--- src/timer_defs.svh ---
// Register indices, field positions, reset values and counts of the timer
`ifndef TIMER_DEFS_SVH
`define TIMER_DEFS_SVH

`define IDX_PIN_CFG    6'h10
`define IDX_CONTROL    6'h12
`define IDX_STATUS     6'h13
`define IDX_CAP_HIGH   6'h14
`define IDX_CAP_LOW    6'h15
`define IDX_CMP_HIGH   6'h16
`define IDX_CMP_LOW    6'h17
`define IDX_CNT_HIGH   6'h18
`define IDX_CNT_LOW    6'h19
`define IDX_VIEWB_HIGH 6'h1a
`define IDX_VIEWB_LOW  6'h1b

`define PIN_RUN_BIT    0
`define CTL_CAP_IE_BIT 7
`define CTL_CMP_IE_BIT 6
`define CTL_OVF_IE_BIT 5
`define CTL_EDGE_BIT   1
`define CTL_LEVEL_BIT  0
`define STAT_CAP_BIT   7
`define STAT_CMP_BIT   6
`define STAT_OVF_BIT   5

`define CNT_RESET      16'hfffc
`define CNT_MAX        16'hffff
`define CTL_RESET      8'h00
`define PIN_CFG_RESET  8'h00
`define PRESCALE_LAST  2'h3
`define PRESCALE_CMP   2'h0
`define STARTUP_CYCLES 4096

`endif

--- src/timer_pkg.sv ---
// Types shared by the timer design
package timer_pkg;

	typedef enum logic [1:0]
	{
		BUS_IDLE   = 2'b01,
		BUS_ANSWER = 2'b10
	} bus_state_type;

	typedef struct packed
	{
		logic capture;
		logic compare;
		logic overflow;
	} flags_type;

endpackage

--- src/free_running_capture_compare_timer.sv ---
// Free-running 16-bit timer with capture, compare and overflow, Avalon-MM slave
//
// The Avalon-MM slave port is this design's own decision.
`timescale 1ns/1ps
`include "timer_defs.svh"

module free_running_capture_compare_timer
	import timer_pkg::*;
#(
	parameter int unsigned STARTUP_CYCLES = `STARTUP_CYCLES
)
(
	// Clock and reset
	input  wire logic        clk,
	input  wire logic        rst_n,
	// Avalon-MM slave
	input  wire logic [7:0]  address,
	input  wire logic        read,
	input  wire logic        write,
	input  wire logic [31:0] writedata,
	input  wire logic [3:0]  byteenable,
	output logic      [31:0] readdata,
	output logic             waitrequest,
	// Pins
	input  wire logic        capture_in_pin,
	output logic             compare_out_pin,
	output logic             compare_pin_en,
	// Timer interrupt request
	output logic             timer_irq
);

	localparam int SW = $clog2(STARTUP_CYCLES + 1);

	bus_state_type state_reg;
	logic [31:0]   readdata_reg;
	logic          waitrequest_reg;
	logic [7:0]    read_next;
	logic [7:0]    snap_low_reg;

	logic [7:0]    pin_cfg_reg;
	logic [7:0]    control_reg;
	flags_type     flags_reg;
	flags_type     arm_reg;
	logic [15:0]   cnt_reg;
	logic [1:0]    presc_reg;
	logic [SW-1:0] start_cnt_reg;
	logic          running_reg;
	logic [15:0]   cap_val_reg;
	logic [15:0]   cmp_val_reg;
	logic [7:0]    low_buf_reg;
	logic          low_buf_valid_reg;
	logic          cap_inhibit_reg;
	logic          cmp_inhibit_reg;
	logic          out_level_reg;
	logic          irq_reg;
	logic          sync1_reg;
	logic          sync2_reg;
	logic          prev_reg;

	logic [5:0]    idx;
	logic          accept;
	logic          rd_acc;
	logic          wr_acc;
	logic          tick;
	logic          cap_edge;
	logic          cap_evt;
	logic          cmp_evt;
	logic          ovf_evt;

	function automatic logic hit(input logic [7:0] addr, input logic [5:0] target);
		hit = (addr[7:2] == target) && (addr[1:0] == 2'b00);
	endfunction

	assign idx    = address[7:2];
	assign accept = (state_reg == BUS_ANSWER) && (read || write);
	assign rd_acc = accept && read;
	assign wr_acc = accept && write && byteenable[0];

	// Bus handshake: one wait cycle, access takes effect as waitrequest is seen low
	always_ff @(posedge clk or negedge rst_n)
	begin
		if (!rst_n)
		begin
			state_reg       <= BUS_IDLE;
			waitrequest_reg <= 1'b1;
			readdata_reg    <= 32'h0000_0000;
			snap_low_reg    <= 8'h00;
		end
		else
		begin
			case (state_reg)
				BUS_IDLE:
				begin
					if (read || write)
					begin
						state_reg       <= BUS_ANSWER;
						waitrequest_reg <= 1'b0;
						readdata_reg    <= {24'h00_0000, read_next};
						snap_low_reg    <= cnt_reg[7:0];
					end
				end
				BUS_ANSWER:
				begin
					state_reg       <= BUS_IDLE;
					waitrequest_reg <= 1'b1;
				end
				default:
				begin
					state_reg       <= BUS_IDLE;
					waitrequest_reg <= 1'b1;
				end
			endcase
		end
	end

	// Read mux; unmapped words read as zero
	always_comb
	begin
		read_next = 8'h00;
		if (address[1:0] == 2'b00)
		begin
			case (idx)
				`IDX_PIN_CFG: read_next = pin_cfg_reg;
				`IDX_CONTROL: read_next = control_reg;
				`IDX_STATUS:  read_next = {flags_reg, 5'b00000};
				`IDX_CAP_HIGH: read_next = cap_val_reg[15:8];
				`IDX_CAP_LOW: read_next = cap_val_reg[7:0];
				`IDX_CMP_HIGH: read_next = cmp_val_reg[15:8];
				`IDX_CMP_LOW: read_next = cmp_val_reg[7:0];
				`IDX_CNT_HIGH, `IDX_VIEWB_HIGH: read_next = cnt_reg[15:8];
				`IDX_CNT_LOW, `IDX_VIEWB_LOW:
					read_next = low_buf_valid_reg ? low_buf_reg : cnt_reg[7:0];
				default: read_next = 8'h00;
			endcase
		end
	end

	// Software-written configuration; the counter itself has no write path
	always_ff @(posedge clk or negedge rst_n)
	begin
		if (!rst_n)
		begin
			pin_cfg_reg <= `PIN_CFG_RESET;
			control_reg <= `CTL_RESET;
		end
		else if (wr_acc)
		begin
			if (hit(address, `IDX_PIN_CFG))
				pin_cfg_reg <= writedata[7:0];
			if (hit(address, `IDX_CONTROL))
				control_reg <= writedata[7:0];
		end
	end

	// Start-up delay, then prescaler and counter
	always_ff @(posedge clk or negedge rst_n)
	begin
		if (!rst_n)
		begin
			start_cnt_reg <= '0;
			running_reg   <= 1'b0;
		end
		else if (!running_reg)
		begin
			if (start_cnt_reg == SW'(STARTUP_CYCLES - 1))
				running_reg <= 1'b1;
			else
				start_cnt_reg <= start_cnt_reg + SW'(1);
		end
	end

	assign tick    = running_reg && (presc_reg == `PRESCALE_LAST);
	assign ovf_evt = tick && (cnt_reg == `CNT_MAX);

	always_ff @(posedge clk or negedge rst_n)
	begin
		if (!rst_n)
		begin
			presc_reg <= 2'h0;
			cnt_reg   <= `CNT_RESET;
		end
		else if (running_reg)
		begin
			presc_reg <= presc_reg + 2'h1;
			if (tick)
				cnt_reg <= cnt_reg + 16'h0001;
		end
	end

	// Low byte coherency buffer shared by both counter views
	always_ff @(posedge clk or negedge rst_n)
	begin
		if (!rst_n)
		begin
			low_buf_reg       <= 8'h00;
			low_buf_valid_reg <= 1'b0;
		end
		else if (rd_acc)
		begin
			if ((hit(address, `IDX_CNT_HIGH) || hit(address, `IDX_VIEWB_HIGH))
				&& !low_buf_valid_reg)
			begin
				low_buf_reg       <= snap_low_reg;
				low_buf_valid_reg <= 1'b1;
			end
			else if (hit(address, `IDX_CNT_LOW) || hit(address, `IDX_VIEWB_LOW))
				low_buf_valid_reg <= 1'b0;
		end
	end

	// Capture pin synchroniser and edge detect on the second stage only
	always_ff @(posedge clk or negedge rst_n)
	begin
		if (!rst_n)
		begin
			sync1_reg <= 1'b0;
			sync2_reg <= 1'b0;
			prev_reg  <= 1'b0;
		end
		else
		begin
			sync1_reg <= capture_in_pin;
			sync2_reg <= sync1_reg;
			prev_reg  <= sync2_reg;
		end
	end

	assign cap_edge = control_reg[`CTL_EDGE_BIT] ?
		(sync2_reg && !prev_reg) : (!sync2_reg && prev_reg);
	assign cap_evt  = cap_edge && !cap_inhibit_reg;

	// Capture register and its high-byte inhibit
	always_ff @(posedge clk or negedge rst_n)
	begin
		if (!rst_n)
		begin
			cap_val_reg     <= 16'h0000;
			cap_inhibit_reg <= 1'b0;
		end
		else
		begin
			if (cap_evt)
				cap_val_reg <= cnt_reg;
			if (rd_acc && hit(address, `IDX_CAP_HIGH))
				cap_inhibit_reg <= 1'b1;
			else if (rd_acc && hit(address, `IDX_CAP_LOW))
				cap_inhibit_reg <= 1'b0;
		end
	end

	// Compare register; checked once per count value
	assign cmp_evt = running_reg && (presc_reg == `PRESCALE_CMP) && !cmp_inhibit_reg
		&& (cnt_reg == cmp_val_reg);

	always_ff @(posedge clk or negedge rst_n)
	begin
		if (!rst_n)
		begin
			cmp_val_reg     <= 16'h0000;
			cmp_inhibit_reg <= 1'b0;
		end
		else if (wr_acc)
		begin
			if (hit(address, `IDX_CMP_HIGH))
			begin
				cmp_val_reg[15:8] <= writedata[7:0];
				cmp_inhibit_reg   <= 1'b1;
			end
			if (hit(address, `IDX_CMP_LOW))
			begin
				cmp_val_reg[7:0] <= writedata[7:0];
				cmp_inhibit_reg  <= 1'b0;
			end
		end
	end

	// Output level follows the level bit at each match, flag state regardless
	always_ff @(posedge clk or negedge rst_n)
	begin
		if (!rst_n)
			out_level_reg <= 1'b0;
		else if (cmp_evt)
			out_level_reg <= control_reg[`CTL_LEVEL_BIT];
	end

	// Two-step flag clearing; a new event in the clearing cycle wins
	always_ff @(posedge clk or negedge rst_n)
	begin
		if (!rst_n)
		begin
			flags_reg <= '0;
			arm_reg   <= '0;
		end
		else
		begin
			if (rd_acc && hit(address, `IDX_STATUS) && flags_reg.capture)
				arm_reg.capture <= 1'b1;
			else if (rd_acc && hit(address, `IDX_CAP_LOW))
				arm_reg.capture <= 1'b0;
			if (cap_evt)
				flags_reg.capture <= 1'b1;
			else if (rd_acc && hit(address, `IDX_CAP_LOW) && arm_reg.capture)
				flags_reg.capture <= 1'b0;

			if (rd_acc && hit(address, `IDX_STATUS) && flags_reg.compare)
				arm_reg.compare <= 1'b1;
			else if (accept && hit(address, `IDX_CMP_LOW))
				arm_reg.compare <= 1'b0;
			if (cmp_evt)
				flags_reg.compare <= 1'b1;
			else if (accept && hit(address, `IDX_CMP_LOW) && arm_reg.compare)
				flags_reg.compare <= 1'b0;

			// Writes arm too; reading view B avoids an accidental clear
			if (accept && hit(address, `IDX_STATUS) && flags_reg.overflow)
				arm_reg.overflow <= 1'b1;
			else if (rd_acc && hit(address, `IDX_CNT_LOW))
				arm_reg.overflow <= 1'b0;
			if (ovf_evt)
				flags_reg.overflow <= 1'b1;
			else if (rd_acc && hit(address, `IDX_CNT_LOW) && arm_reg.overflow)
				flags_reg.overflow <= 1'b0;
		end
	end

	// Interrupt request gated by the three enables
	always_ff @(posedge clk or negedge rst_n)
	begin
		if (!rst_n)
			irq_reg <= 1'b0;
		else
			irq_reg <= (flags_reg.capture && control_reg[`CTL_CAP_IE_BIT])
				|| (flags_reg.compare && control_reg[`CTL_CMP_IE_BIT])
				|| (flags_reg.overflow && control_reg[`CTL_OVF_IE_BIT]);
	end

	assign readdata        = readdata_reg;
	assign waitrequest     = waitrequest_reg;
	assign compare_out_pin = out_level_reg;
	assign compare_pin_en  = pin_cfg_reg[`PIN_RUN_BIT];
	assign timer_irq       = irq_reg;
endmodule

--- config.mk ---
export PLATFORM = sky130hd
export DESIGN_NAME = free_running_capture_compare_timer
export DESIGN_NICKNAME = d
export VERILOG_FILES = /design/src/timer_pkg.sv /design/src/free_running_capture_compare_timer.sv
export VERILOG_INCLUDE_DIRS = /design/src
export SDC_FILE = /design/constraint.sdc
export NUM_CORES = 1
export LEC_CHECK = 0
export BUFFER_PORTS_ARGS = -buffer_cell sky130_fd_sc_hd__buf_4
export CORE_ASPECT_RATIO = 0.5
export CORE_MARGIN = 8
export CORE_UTILIZATION = 50
export CTS_BUF_LIST = sky130_fd_sc_hd__clkbuf_8
export CTS_CLUSTER_SIZE = 12
export DETAILED_ROUTE_END_ITERATION = 8
export PLACE_DENSITY = 0.71
export SLEW_MARGIN = 10
export SYNTH_ARGS = -nofsm -noshare
export SYNTH_HDL_FRONTEND = slang
export SYNTH_SLANG_ARGS = --single-unit
--- constraint.sdc ---
create_clock -name clk -period 3.93 [get_ports clk]
set_input_delay 0.1965 -clock clk [delete_from_list [all_inputs] [get_ports clk]]
set_output_delay 0.1965 -clock clk [all_outputs]
set_load 0.005 [all_outputs]
* After elaboration in Yosys (flattened, before gate mapping)
Index checks and enable logic that the tools add are counted. W data, S select, Z words.
Cells by class: $add $sub $neg 3, $mul 0, div/mod/pow operators 0, order comparisons 0, eq/ne operators 18, shift-type cells 0, multiplexer cells 27, bitwise gates (word level) 2, reductions and logical operators 72
Operator list (count):
- $pmux W8 S9 | 1
- $eq A6 B5 Y1 const B | 11
- $logic_and A1 B1 Y1 | 39
- $mux W1 | 22
- $reduce_and A2 Y1 | 10
- $reduce_bool A2 Y1 | 9
- $add A16 B1 Y16 const B | 1
- $eq A16 B16 Y1 | 1
- $eq A16 B16 Y1 const B | 1
- $mux W8 | 2
- $add A13 B1 Y13 const B | 1
- $eq A13 B12 Y1 const B | 1
- $logic_not A1 Y1 | 5
- $logic_or A1 B1 Y1 | 5
- $eq A2 B2 Y1 const B | 2
- $logic_not A2 Y1 | 2
- $mux W2 | 2
- $reduce_or A2 Y1 | 2
- $add A2 B1 Y2 const B | 1
- $eq A2 B1 Y1 const B | 1
- $ne A2 B2 Y1 const B | 1
- $not A1 Y1 | 2
Word-level totals: bits in registers 121, latch bits 0, RAM bits 0, ROM bits 0, input bits 49, output and inout port bits 36, word-level logic and storage cells 150, memories 0

* Depth between registers and ports, before layout
Gate-level depths: netlist of run 1.
depth in word-level cells 7, depth in mapped cells 7, depth with buffers taken out 6

* Worst setup path before layout of run 1
OpenSTA, ideal clock, no wires.
path type flip-flop to flip-flop, start reg state_reg[0], end reg pin_cfg_reg[0], library setup time 0.125 ns, data arrival time 1.823 ns, required time 3.805 ns, path slack 1.982 ns, cell stages (with the launch flop) 5, buffers on the path 0, clock period less this slack 1.948 ns, cells stage by stage dfstp_2 -> nor4b_2 -> nand3_1 -> nor4_4 -> mux2_2
Between the ends: word-level cells in the longest chain between the ends 5
Ends and longest elaborated chain:
- start, declared | line free_running_capture_compare_timer.sv:34 | bus_state_type state_reg;
- start signal, assigned | line free_running_capture_compare_timer.sv:84 | state_reg <= BUS_IDLE;
- start signal, assigned | line free_running_capture_compare_timer.sv:96 | state_reg <= BUS_ANSWER;
- start signal, assigned | line free_running_capture_compare_timer.sv:104 | state_reg <= BUS_IDLE;
- $eq A2 B2 Y1 | line free_running_capture_compare_timer.sv:75 | assign accept = (state_reg == BUS_ANSWER) && (read || write);
- $logic_and A1 B1 Y1 | line free_running_capture_compare_timer.sv:75
- $logic_and A1 B1 Y1 (2 in series) | line free_running_capture_compare_timer.sv:77 | assign wr_acc = accept && write && byteenable[0];
- $reduce_and A2 Y1 (no line)
- end signal, assigned | line free_running_capture_compare_timer.sv:143 | pin_cfg_reg <= `PIN_CFG_RESET;
- end signal, assigned | line free_running_capture_compare_timer.sv:149 | pin_cfg_reg <= writedata[7:0];
- end, declared | line free_running_capture_compare_timer.sv:40 | logic [7:0] pin_cfg_reg;
Every way passes these cells. A chain may end at the register's enable or synchronous reset.

* Worst setup path after layout of run 1
start reg state_reg[0], end reg readdata_reg[6] (netlist: readdata[6])
Between the ends: word-level cells in the longest chain between the ends 2
Ends and longest elaborated chain:
- $eq A2 B1 Y1 | line free_running_capture_compare_timer.sv:91 | case (state_reg)
- $reduce_and A2 Y1 (no line)
- end signal, assigned | line free_running_capture_compare_timer.sv:98 | readdata_reg <= {24'h00_0000, read_next};
- end, declared | line free_running_capture_compare_timer.sv:35 | logic [31:0] readdata_reg;
Every way passes these cells.

==> results of run 1 <==
==> kinds of logic after synthesis <==
family          Yosys count
fa+ha+maj                 4
mux                      80
other cells               1
compound gates           48
simple gates            158
buf+inv                  57
xor+xnor                 40
flops                   120
==> worst max-delay path, cell delays in order (launching register included) <==
cell	delay, ps
dfstp_2	550
or3b_1	630
inv_2	290
nand4_2	330
or2_2	390
o221ai_1	160
==> through the flow <==
step           util, %  hold slack (ps)  instances
2_1_floorplan        -            -99.1        531
3_3_place_gp      52.9              140        686
3_5_place_dp      52.9              145        686
4_1_cts           56.9             12.3        718
5_1_grt           57.0             6.34        719
6_report          57.0             18.1        719
==> layer usage <==
layer	share of wire [%]	wire length (microns)	vias up	GRT usage (%)
li1	-	-	1800	-
met1	49	6860	2025	28.2
met2	40	5580	166	25.3
met3	9.6	1340	22	5.69
met4	1.1	160	0	5.56
met5	0	0	-	0
==> synth_stat cells, drive strengths merged (12+ instances only) <==
| master | n |
|---|---|
| buf | 33 |
| mux2 | 66 |
| nor2 | 29 |
| nand3 | 14 |
| nand2 | 60 |
| inv | 12 |
| xor2 | 22 |
| xnor2 | 18 |
| dfrtp | 105 |
| o21ai | 12 |
| dfstp | 15 |
| clkbuf | 12 |
==> area by class of cell <==
| type | instances | area, sq um | area share (%) |
|---|---|---|---|
| Timing Repair Buffer | 38 | 288 | 4.36 |
| Tap cell | 165 | 206 | 3.12 |
| Clock inverter | 8 | 144 | 2.18 |
| Sequential cell | 120 | 3020 | 45.7 |
| Inverter | 12 | 45.0 | 0.682 |
| Multi-Input combinational cell | 354 | 2600 | 39.3 |
| Clock buffer | 22 | 303 | 4.58 |
==> power groups by stage <==
stage | logic, mW | clock network [mW] | registers, mW
2_1_floorplan | 0.107 | 0 | 1.29
3_3_place_gp | 0.161 | 0 | 1.29
3_5_place_dp | 0.163 | 0 | 1.29
4_1_cts | 0.165 | 1.26 | 1.27
5_1_grt | 0.183 | 1.32 | 1.27
6_report | 0.165 | 1.25 | 1.27
==> what timing repair did <==
action | CTS | global route
endpoints found under the hold margin | 30 | 0
hold buffers | 2 | 0
resized for setup | 0 | 0
==> worst max path at each step <==
stage,startpoint,endpoint,slack [ps],depth (start not counted)
2_1_floorplan,state_reg[0]$_DFFE_PN1P_,pin_cfg_reg[0]$_DFFE_PN0P_,1980,4
5_1_grt,state_reg[0]$_DFFE_PN1P_,readdata[6]$_DFFE_PN0P_,1390,5
6_report,state_reg[0]$_DFFE_PN1P_,readdata[6]$_DFFE_PN0P_,1490,5
3_3_place_gp,state_reg[0]$_DFFE_PN1P_,readdata[6]$_DFFE_PN0P_,1560,5
3_5_place_dp,state_reg[0]$_DFFE_PN1P_,readdata[6]$_DFFE_PN0P_,1530,5
4_1_cts,state_reg[0]$_DFFE_PN1P_,readdata[6]$_DFFE_PN0P_,1510,5
==> impl_summary.txt, run 1 <==
----------------------------------------------------
[Critical path]
  Category of the worst setup path capture point ... flip-flop
  Minimum setup slack among reg-to-reg paths ... 1490 ps
  Worst Path Arrival ... ~2800 ps
  Startpoint of the lowest-slack register-to-register path ... state_reg[0]$_DFFE_PN1P_
  Crit path kind ... reg2reg
  Peak fanout along the critical path ... 18
  Capture instance of the worst register-to-register path ... readdata[6]$_DFFE_PN0P_
  Type of origin of the critical path ... flip-flop
  Required time at the worst-slack endpoint ... about 4300 ps
  Depth of the worst register-to-register path ... 5

[Floorplanning]
  Initial Util ... about half
  Die Width ... approximately 170 microns
  Standard-cell rows ... 28
  Total Die Area ... about 0.016 sq mm
  Die Span Y ... slightly above 90 microns
  Top-level I/O count ... 85
  Core area ... approximately 0.012 sq mm

[Timing]
  Slew Limit Headroom ... between 30 and 40%
  Clock period minus worst slack ... between 2000 and 2500 ps
  Number of slew-limit violations in the final report ... 0
  Slew @ Worst Pin ... slightly below 1000 ps
  Unrepaired setup endpoints after global routing ... no
  Maximum operating frequency ... 409 MHz
  Setup clock skew after layout ... between 10 and 15 ps
  Final TNS setup ... 0 ps
  Final critical-path share of the clock period ... 62.1%
  Count of endpoints failing hold in the final timing report ... 0
  Final-report setup violation count ... 0
  Worst path setup slack after routing ... between 1000 and 1500 ps

[Clocking]
  Clk pin slew, worst setup/hold paths ... around 70 ps
  Setup Buffers After CTS ... 0
  Worst-case clock buffer depth ... 2
  CTS tree ... built
  Root Driver ... clkbuf_8
  Latest clock arrival within the worst-skew pair ... about 440 ps
  Level count of the clock H-tree ... 4
  Number of clock sinks seen by CTS ... 120
  Clock buffers created by TritonCTS ... 17

[Global route]
  Maximum number of pins on one net before global-route repair ... 58
  Antenna violations before repair ... 0
  GRT Util Overall ... 18.8%
  Number of global-route vias before repair ... 4050
  Global route overflow ... 0
  Global-route wire length before repair ... 22700 microns

[Logic synthesis]
  Number of cells produced by synthesis ... roughly 510
  Register bit total from synthesis ... 120
  Post-synthesis share of cell area spent on full adders, half adders and majority gates ... less than 1%
  Simple-gate portion of the synthesized area ... around 14%
  Count of flip-flops with a built-in enable after synthesis ... 0
  Share of synthesized registers carrying an async set or reset ... 100%
  Syn Std Cell Area ... between 0.005 and 0.006 sq mm
  Main synth FF type ... dfrtp_1
  Biggest area contributors in the synthesized netlist ... dfrtp_1 45%, mux2_2 13%, dfstp_2 6.7%
  Largest family of logic cells by synthesized area ... multiplexers
  Number of distinct standard cells referenced by the synthesized netlist ... 58
  Post-Syn Area per Cell ... about 12 sq um
  Sequential area share after synthesis ... 51.6%
  Share of Yosys cell area claimed by the top area cell type ... around 45%
  Yosys top cell by area ... dfrtp_1
  Yosys warnings ... 0
  Area share of xor/xnor cells in the synthesized design ... about 6%
  Post-synthesis compound-gate area fraction ... 6.03%
  Share of cell area taken by muxes after synthesis ... approximately 16%

[Power and ir drop]
  Final Total Pwr ... between 2 and 3 mW
  Power density over the cells ... roughly 410 mW/mm^2
  Static leakage ... 3.12 nW
  Net Sw Frac ... a little under a quarter
  Sequential group share of total power ... between 40% and 50%
  Cell internal pwr ... a little over 2 mW
  Maximum vdd drop ... ~0.23 mV
  Net switching power figure ... between 0.6 and 0.7 mW
  Share of power burned in combinational logic ... 6.1%
  Part of the power in the clock network ... a little under half

[Route]
  DRT antenna net count ... 0
  Post-Route WL ... approximately 14000 microns
  Drt first pass iters ... 6
  Starting DRC count in detailed routing ... a little under 400
  Total via count after detailed routing ... 4013
  Vias/cell ... about 5.6
  Final routed wire length divided by cell count ... about 19 microns
  Remaining routing DRC violations ... 0

[Layout]
  Most frequent standard cell in the layout excluding fill and tap cells ... dfrtp_1
  Area overhead of the layout relative to synthesis ... 12.9%
  Final layout net count ... 596
  Leading cell types in the layout, fill and taps excluded ... 105 x dfrtp_1, 66 x mux2_2, 60 x nand2_1
  Summed area of non-filler cells in the final layout ... ~0.0066 sq mm
  Share of layout cells above drive strength 1 ... 29.8%
  Fill cells ... approximately 950
  Antenna Diode Count ... 0

[Place]
  Worst slack at placement ... about 1500 ps
  Post-detailed-placement cell area ... between 0.006 and 0.007 sq mm
  Estimated wirelength of the detail-placed design ... just over 10000 microns
  Total of buffers placed on input and output ports ... 33
  Gpl congestion ... roughly 0.94

[Outcome]
  Run status ... completed

[Min path]
  Class of the worst hold path ... in2reg
  Hold path startpoint ... writedata[2]
  Hold Crit Depth ... 2
  Hold Path Sink ... control_reg[2]$_DFFE_PN0P_

[Run]
  Total of max-cap violations ... 0

----------------------------------------------------
No activity file was read; power rests on OpenSTA's default activity.
==> inputs of run 2 (changes only) <==
clock period = 2.6 ns   (was 3.93 ns; I/O delays follow)
==> impl_summary.txt, run 2 (synthesized netlist as in run 1, its figures left out) <==
----------------------------------------------------
[Clocking]
  Clk pin slew, worst setup/hold paths ... 70 ps (about the same)
  Latest clock arrival within the worst-skew pair ... 440 ps (about the same)
  Level count of the clock H-tree ... 4 (unchanged)
  CTS tree ... built (unchanged)
  Worst-case clock buffer depth ... 2 (unchanged)
  Setup Buffers After CTS ... 0 (unchanged)
  Clock buffers created by TritonCTS ... 17 (unchanged)
  Root Driver ... clkbuf_8 (unchanged)
  Number of clock sinks seen by CTS ... 120 (unchanged)

[Place]
  Total of buffers placed on input and output ports ... 33 (unchanged)
  Estimated wirelength of the detail-placed design ... 10700 microns (was 10400 microns)
  Gpl congestion ... 0.899 (was 0.944)
  Post-detailed-placement cell area ... 0.00620 sq mm (was 0.00613 sq mm)
  Worst slack at placement ... 409 ps (was 1530 ps)

[Route]
  DRT antenna net count ... 0 (unchanged)
  Drt first pass iters ... 5 (was 6)
  Total via count after detailed routing ... 4033 (was 4013)
  Vias/cell ... 5.49 (was 5.58)
  Remaining routing DRC violations ... 0 (unchanged)
  Final routed wire length divided by cell count ... 19.5 microns (was 19.4 microns)
  Starting DRC count in detailed routing ... 306 (was 385)
  Post-Route WL ... 14400 microns (was 13900 microns)

[Critical path]
  Timing startpoint of the critical path ... state_reg[0]$_DFFE_PN1P_ (unchanged)
  Worst Path Arrival ... 2540 ps (was 2790 ps)
  Minimum setup slack among reg-to-reg paths ... 380 ps (was 1490 ps)
  Crit path kind ... reg2reg (unchanged)
  Type of origin of the critical path ... flip-flop (unchanged)
  Startpoint of the lowest-slack register-to-register path ... state_reg[0]$_DFFE_PN1P_ (unchanged)
  Capture instance of the worst register-to-register path ... cmp_val_reg[3]$_DFFE_PN0P_ (was readdata[6]$_DFFE_PN0P_)
  Critical Path, Cell by Cell ... nor4b_2 -> nand3_1 -> nor3_4 -> mux2_2 (was or3b_1 -> inv_2 -> nand4_2 -> or2_2 -> o221ai_1)
  Category of the worst setup path capture point ... flip-flop (unchanged)
  Biggest cell delay along the critical path ... 560 ps (was 630 ps)
  Library cell contributing the largest single delay on the critical path ... nor3_4 (was or3b_1)
  Depth of the worst register-to-register path ... 4 (was 5)
  Required time at the worst-slack endpoint ... 2920 ps (was 4280 ps)
  Peak fanout along the critical path ... 9 (was 18)

[Layout]
  Area overhead of the layout relative to synthesis ... 15.0% (was 12.9%)
  Most frequent standard cell in the layout excluding fill and tap cells ... dfrtp_1 (unchanged)
  Layout Utilization ... 58.0% (was 57.0%)
  Antenna Diode Count ... 0 (unchanged)
  Final layout net count ... 610 (was 596)
  Leading cell types in the layout, fill and taps excluded ... 105 x dfrtp_1, 66 x mux2_2, 60 x nand2_1 (unchanged)
  Share of layout cells above drive strength 1 ... 30.2% (was 29.8%)
  Summed area of non-filler cells in the final layout ... 0.00673 sq mm (was 0.00661 sq mm)

[Power and ir drop]
  Maximum vdd drop ... 0.379 mV (was 0.227 mV)
  Power density over the cells ... 599 mW/mm^2 (was 407 mW/mm^2)
  Net Sw Frac ... 24.5% (was 23.0%)
  Net switching power figure ... 0.987 mW (was 0.619 mW)
  Static leakage ... 3.19 nW (was 3.12 nW)
  Part of the power in the clock network ... 45.5% (was 46.6%)
  Sequential group share of total power ... 47.6% (was 47.3%)
  Cell internal pwr ... 3.04 mW (was 2.07 mW)
  Share of power burned in combinational logic ... 6.9% (was 6.1%)

[Global route]
  Number of global-route vias before repair ... 4120 (was 4050)
  Maximum number of pins on one net before global-route repair ... 52 (was 58)
  GRT Util Overall ... 19.0% (was 18.8%)
  Antenna violations before repair ... 0 (unchanged)
  Global route overflow ... 0 (unchanged)
  Global-route wire length before repair ... 22900 microns (was 22700 microns)

[Min path]
  Hold Path Sink ... cap_inhibit_reg$_DFFE_PN0P_ (was control_reg[2]$_DFFE_PN0P_)
  Hold path startpoint ... read (was writedata[2])
  Hold Crit Depth ... 3 (was 2)
  Class of the worst hold path ... in2reg (unchanged)

[Timing]
  Final critical-path share of the clock period ... 85.2% (was 62.1%)
  Worst path setup slack after routing ... 384 ps (was 1490 ps)
  Unrepaired setup endpoints after global routing ... no (unchanged)
  Final-report setup violation count ... 0 (unchanged)
  Number of slew-limit violations in the final report ... 0 (unchanged)
  Count of endpoints failing hold in the final timing report ... 0 (unchanged)
  Maximum operating frequency ... 451 MHz (was 409 MHz)
  Final TNS setup ... 0 ps (unchanged)
  Worst hold-check slack ... 58.8 ps (was 18.1 ps)
  Slew Limit Headroom ... 56.0% (was 35.7%)
  Setup clock skew after layout ... 9.19 ps (was 10.4 ps)
  Slew @ Worst Pin ... 661 ps (was 964 ps)
  Clock period minus worst slack ... 2220 ps (was 2440 ps)

[Floorplanning]
  Top-level I/O count ... 85 (unchanged)
  Die Width ... 169 microns (unchanged)
  Total Die Area ... 0.0156 sq mm (unchanged)
  Standard-cell rows ... 28 (unchanged)
  Die Span Y ... 92.5 microns (unchanged)
  Initial Util ... 50.5% (unchanged)
  Core area ... 0.0116 sq mm (unchanged)

[Outcome]
  Run status ... completed (unchanged)

[Run]
  Total of max-cap violations ... 0 (unchanged)

----------------------------------------------------
-- run 2: cell count changes in the layout (fill, tap and decap cells not counted), sizes merged --
cell / change
clkbuf: -2
dlygate4sd3: +8
buf: +7
inv: +1
bufinv: -1
clkinv: +3
-- run 2: worst max-delay path by stage --
stage	endpoint	slack, ps	cells after the start
3_5_place_dp	cmp_val_reg[5]$_DFFE_PN0P_	410	4
4_1_cts	cmp_val_reg[3]$_DFFE_PN0P_	410	4
5_1_grt	cmp_val_reg[3]$_DFFE_PN0P_	290	4
3_3_place_gp	cmp_val_reg[0]$_DFFE_PN0P_	460	4
6_report	cmp_val_reg[3]$_DFFE_PN0P_	380	4
2_1_floorplan	pin_cfg_reg[0]$_DFFE_PN0P_	650	4
-- run 2: through the flow --
| step | power (mW) | std cells |
|---|---|---|
| 3_3_place_gp | 2.21 | 693 |
| 5_1_grt | 4.15 | 735 |
| 4_1_cts | 4.05 | 735 |
| 6_report | 4.03 | 735 |
| 2_1_floorplan | 2.11 | 531 |
| 3_5_place_dp | 2.22 | 693 |
-- run 2: critical path, delay by kind of cell (launching register included) --
| kind | cells | cell delay [ps] |
|---|---|---|
| simple gates | 3 | 1320 |
| mux | 1 | 410 |
| flops | 1 | 380 |
-- run 2: layout make-up --
cell class,count,area [sq um]
timing repair buffer,52,428
inverter,12,45.0
multi-input combinational,354,2600
clock inverter,11,145
fill,985,4860
sequential,120,3020
tap,165,206
clock buffer,21,289
-- run 2: power by group through the flow --
stage / combinational [mW] / sequential (mW) / clock [mW]
2_1_floorplan: 0.162 / 1.95 / 0
3_3_place_gp: 0.259 / 1.95 / 0
3_5_place_dp: 0.262 / 1.95 / 0
4_1_cts: 0.275 / 1.92 / 1.86
5_1_grt: 0.303 / 1.92 / 1.92
6_report: 0.276 / 1.92 / 1.83
-- run 2: timing repair --
action / 4_1_cts / 5_1_grt
hold buffers: 10 / 0
gates resized for setup: 0 / 0
endpoints found under the hold margin: 76 / 0
-- run 2: routing by layer --
metal / part of all wire, % / vias to the layer above / wire [microns] / global-route usage [%]
met5: 0 / - / 0 / 0
met4: 1.1 / 0 / 158 / 5.05
met2: 39 / 146 / 5590 / 25.4
met3: 8.8 / 16 / 1260 / 6.24
met1: 51 / 2041 / 7360 / 28.8
li1: - / 1830 / - / -
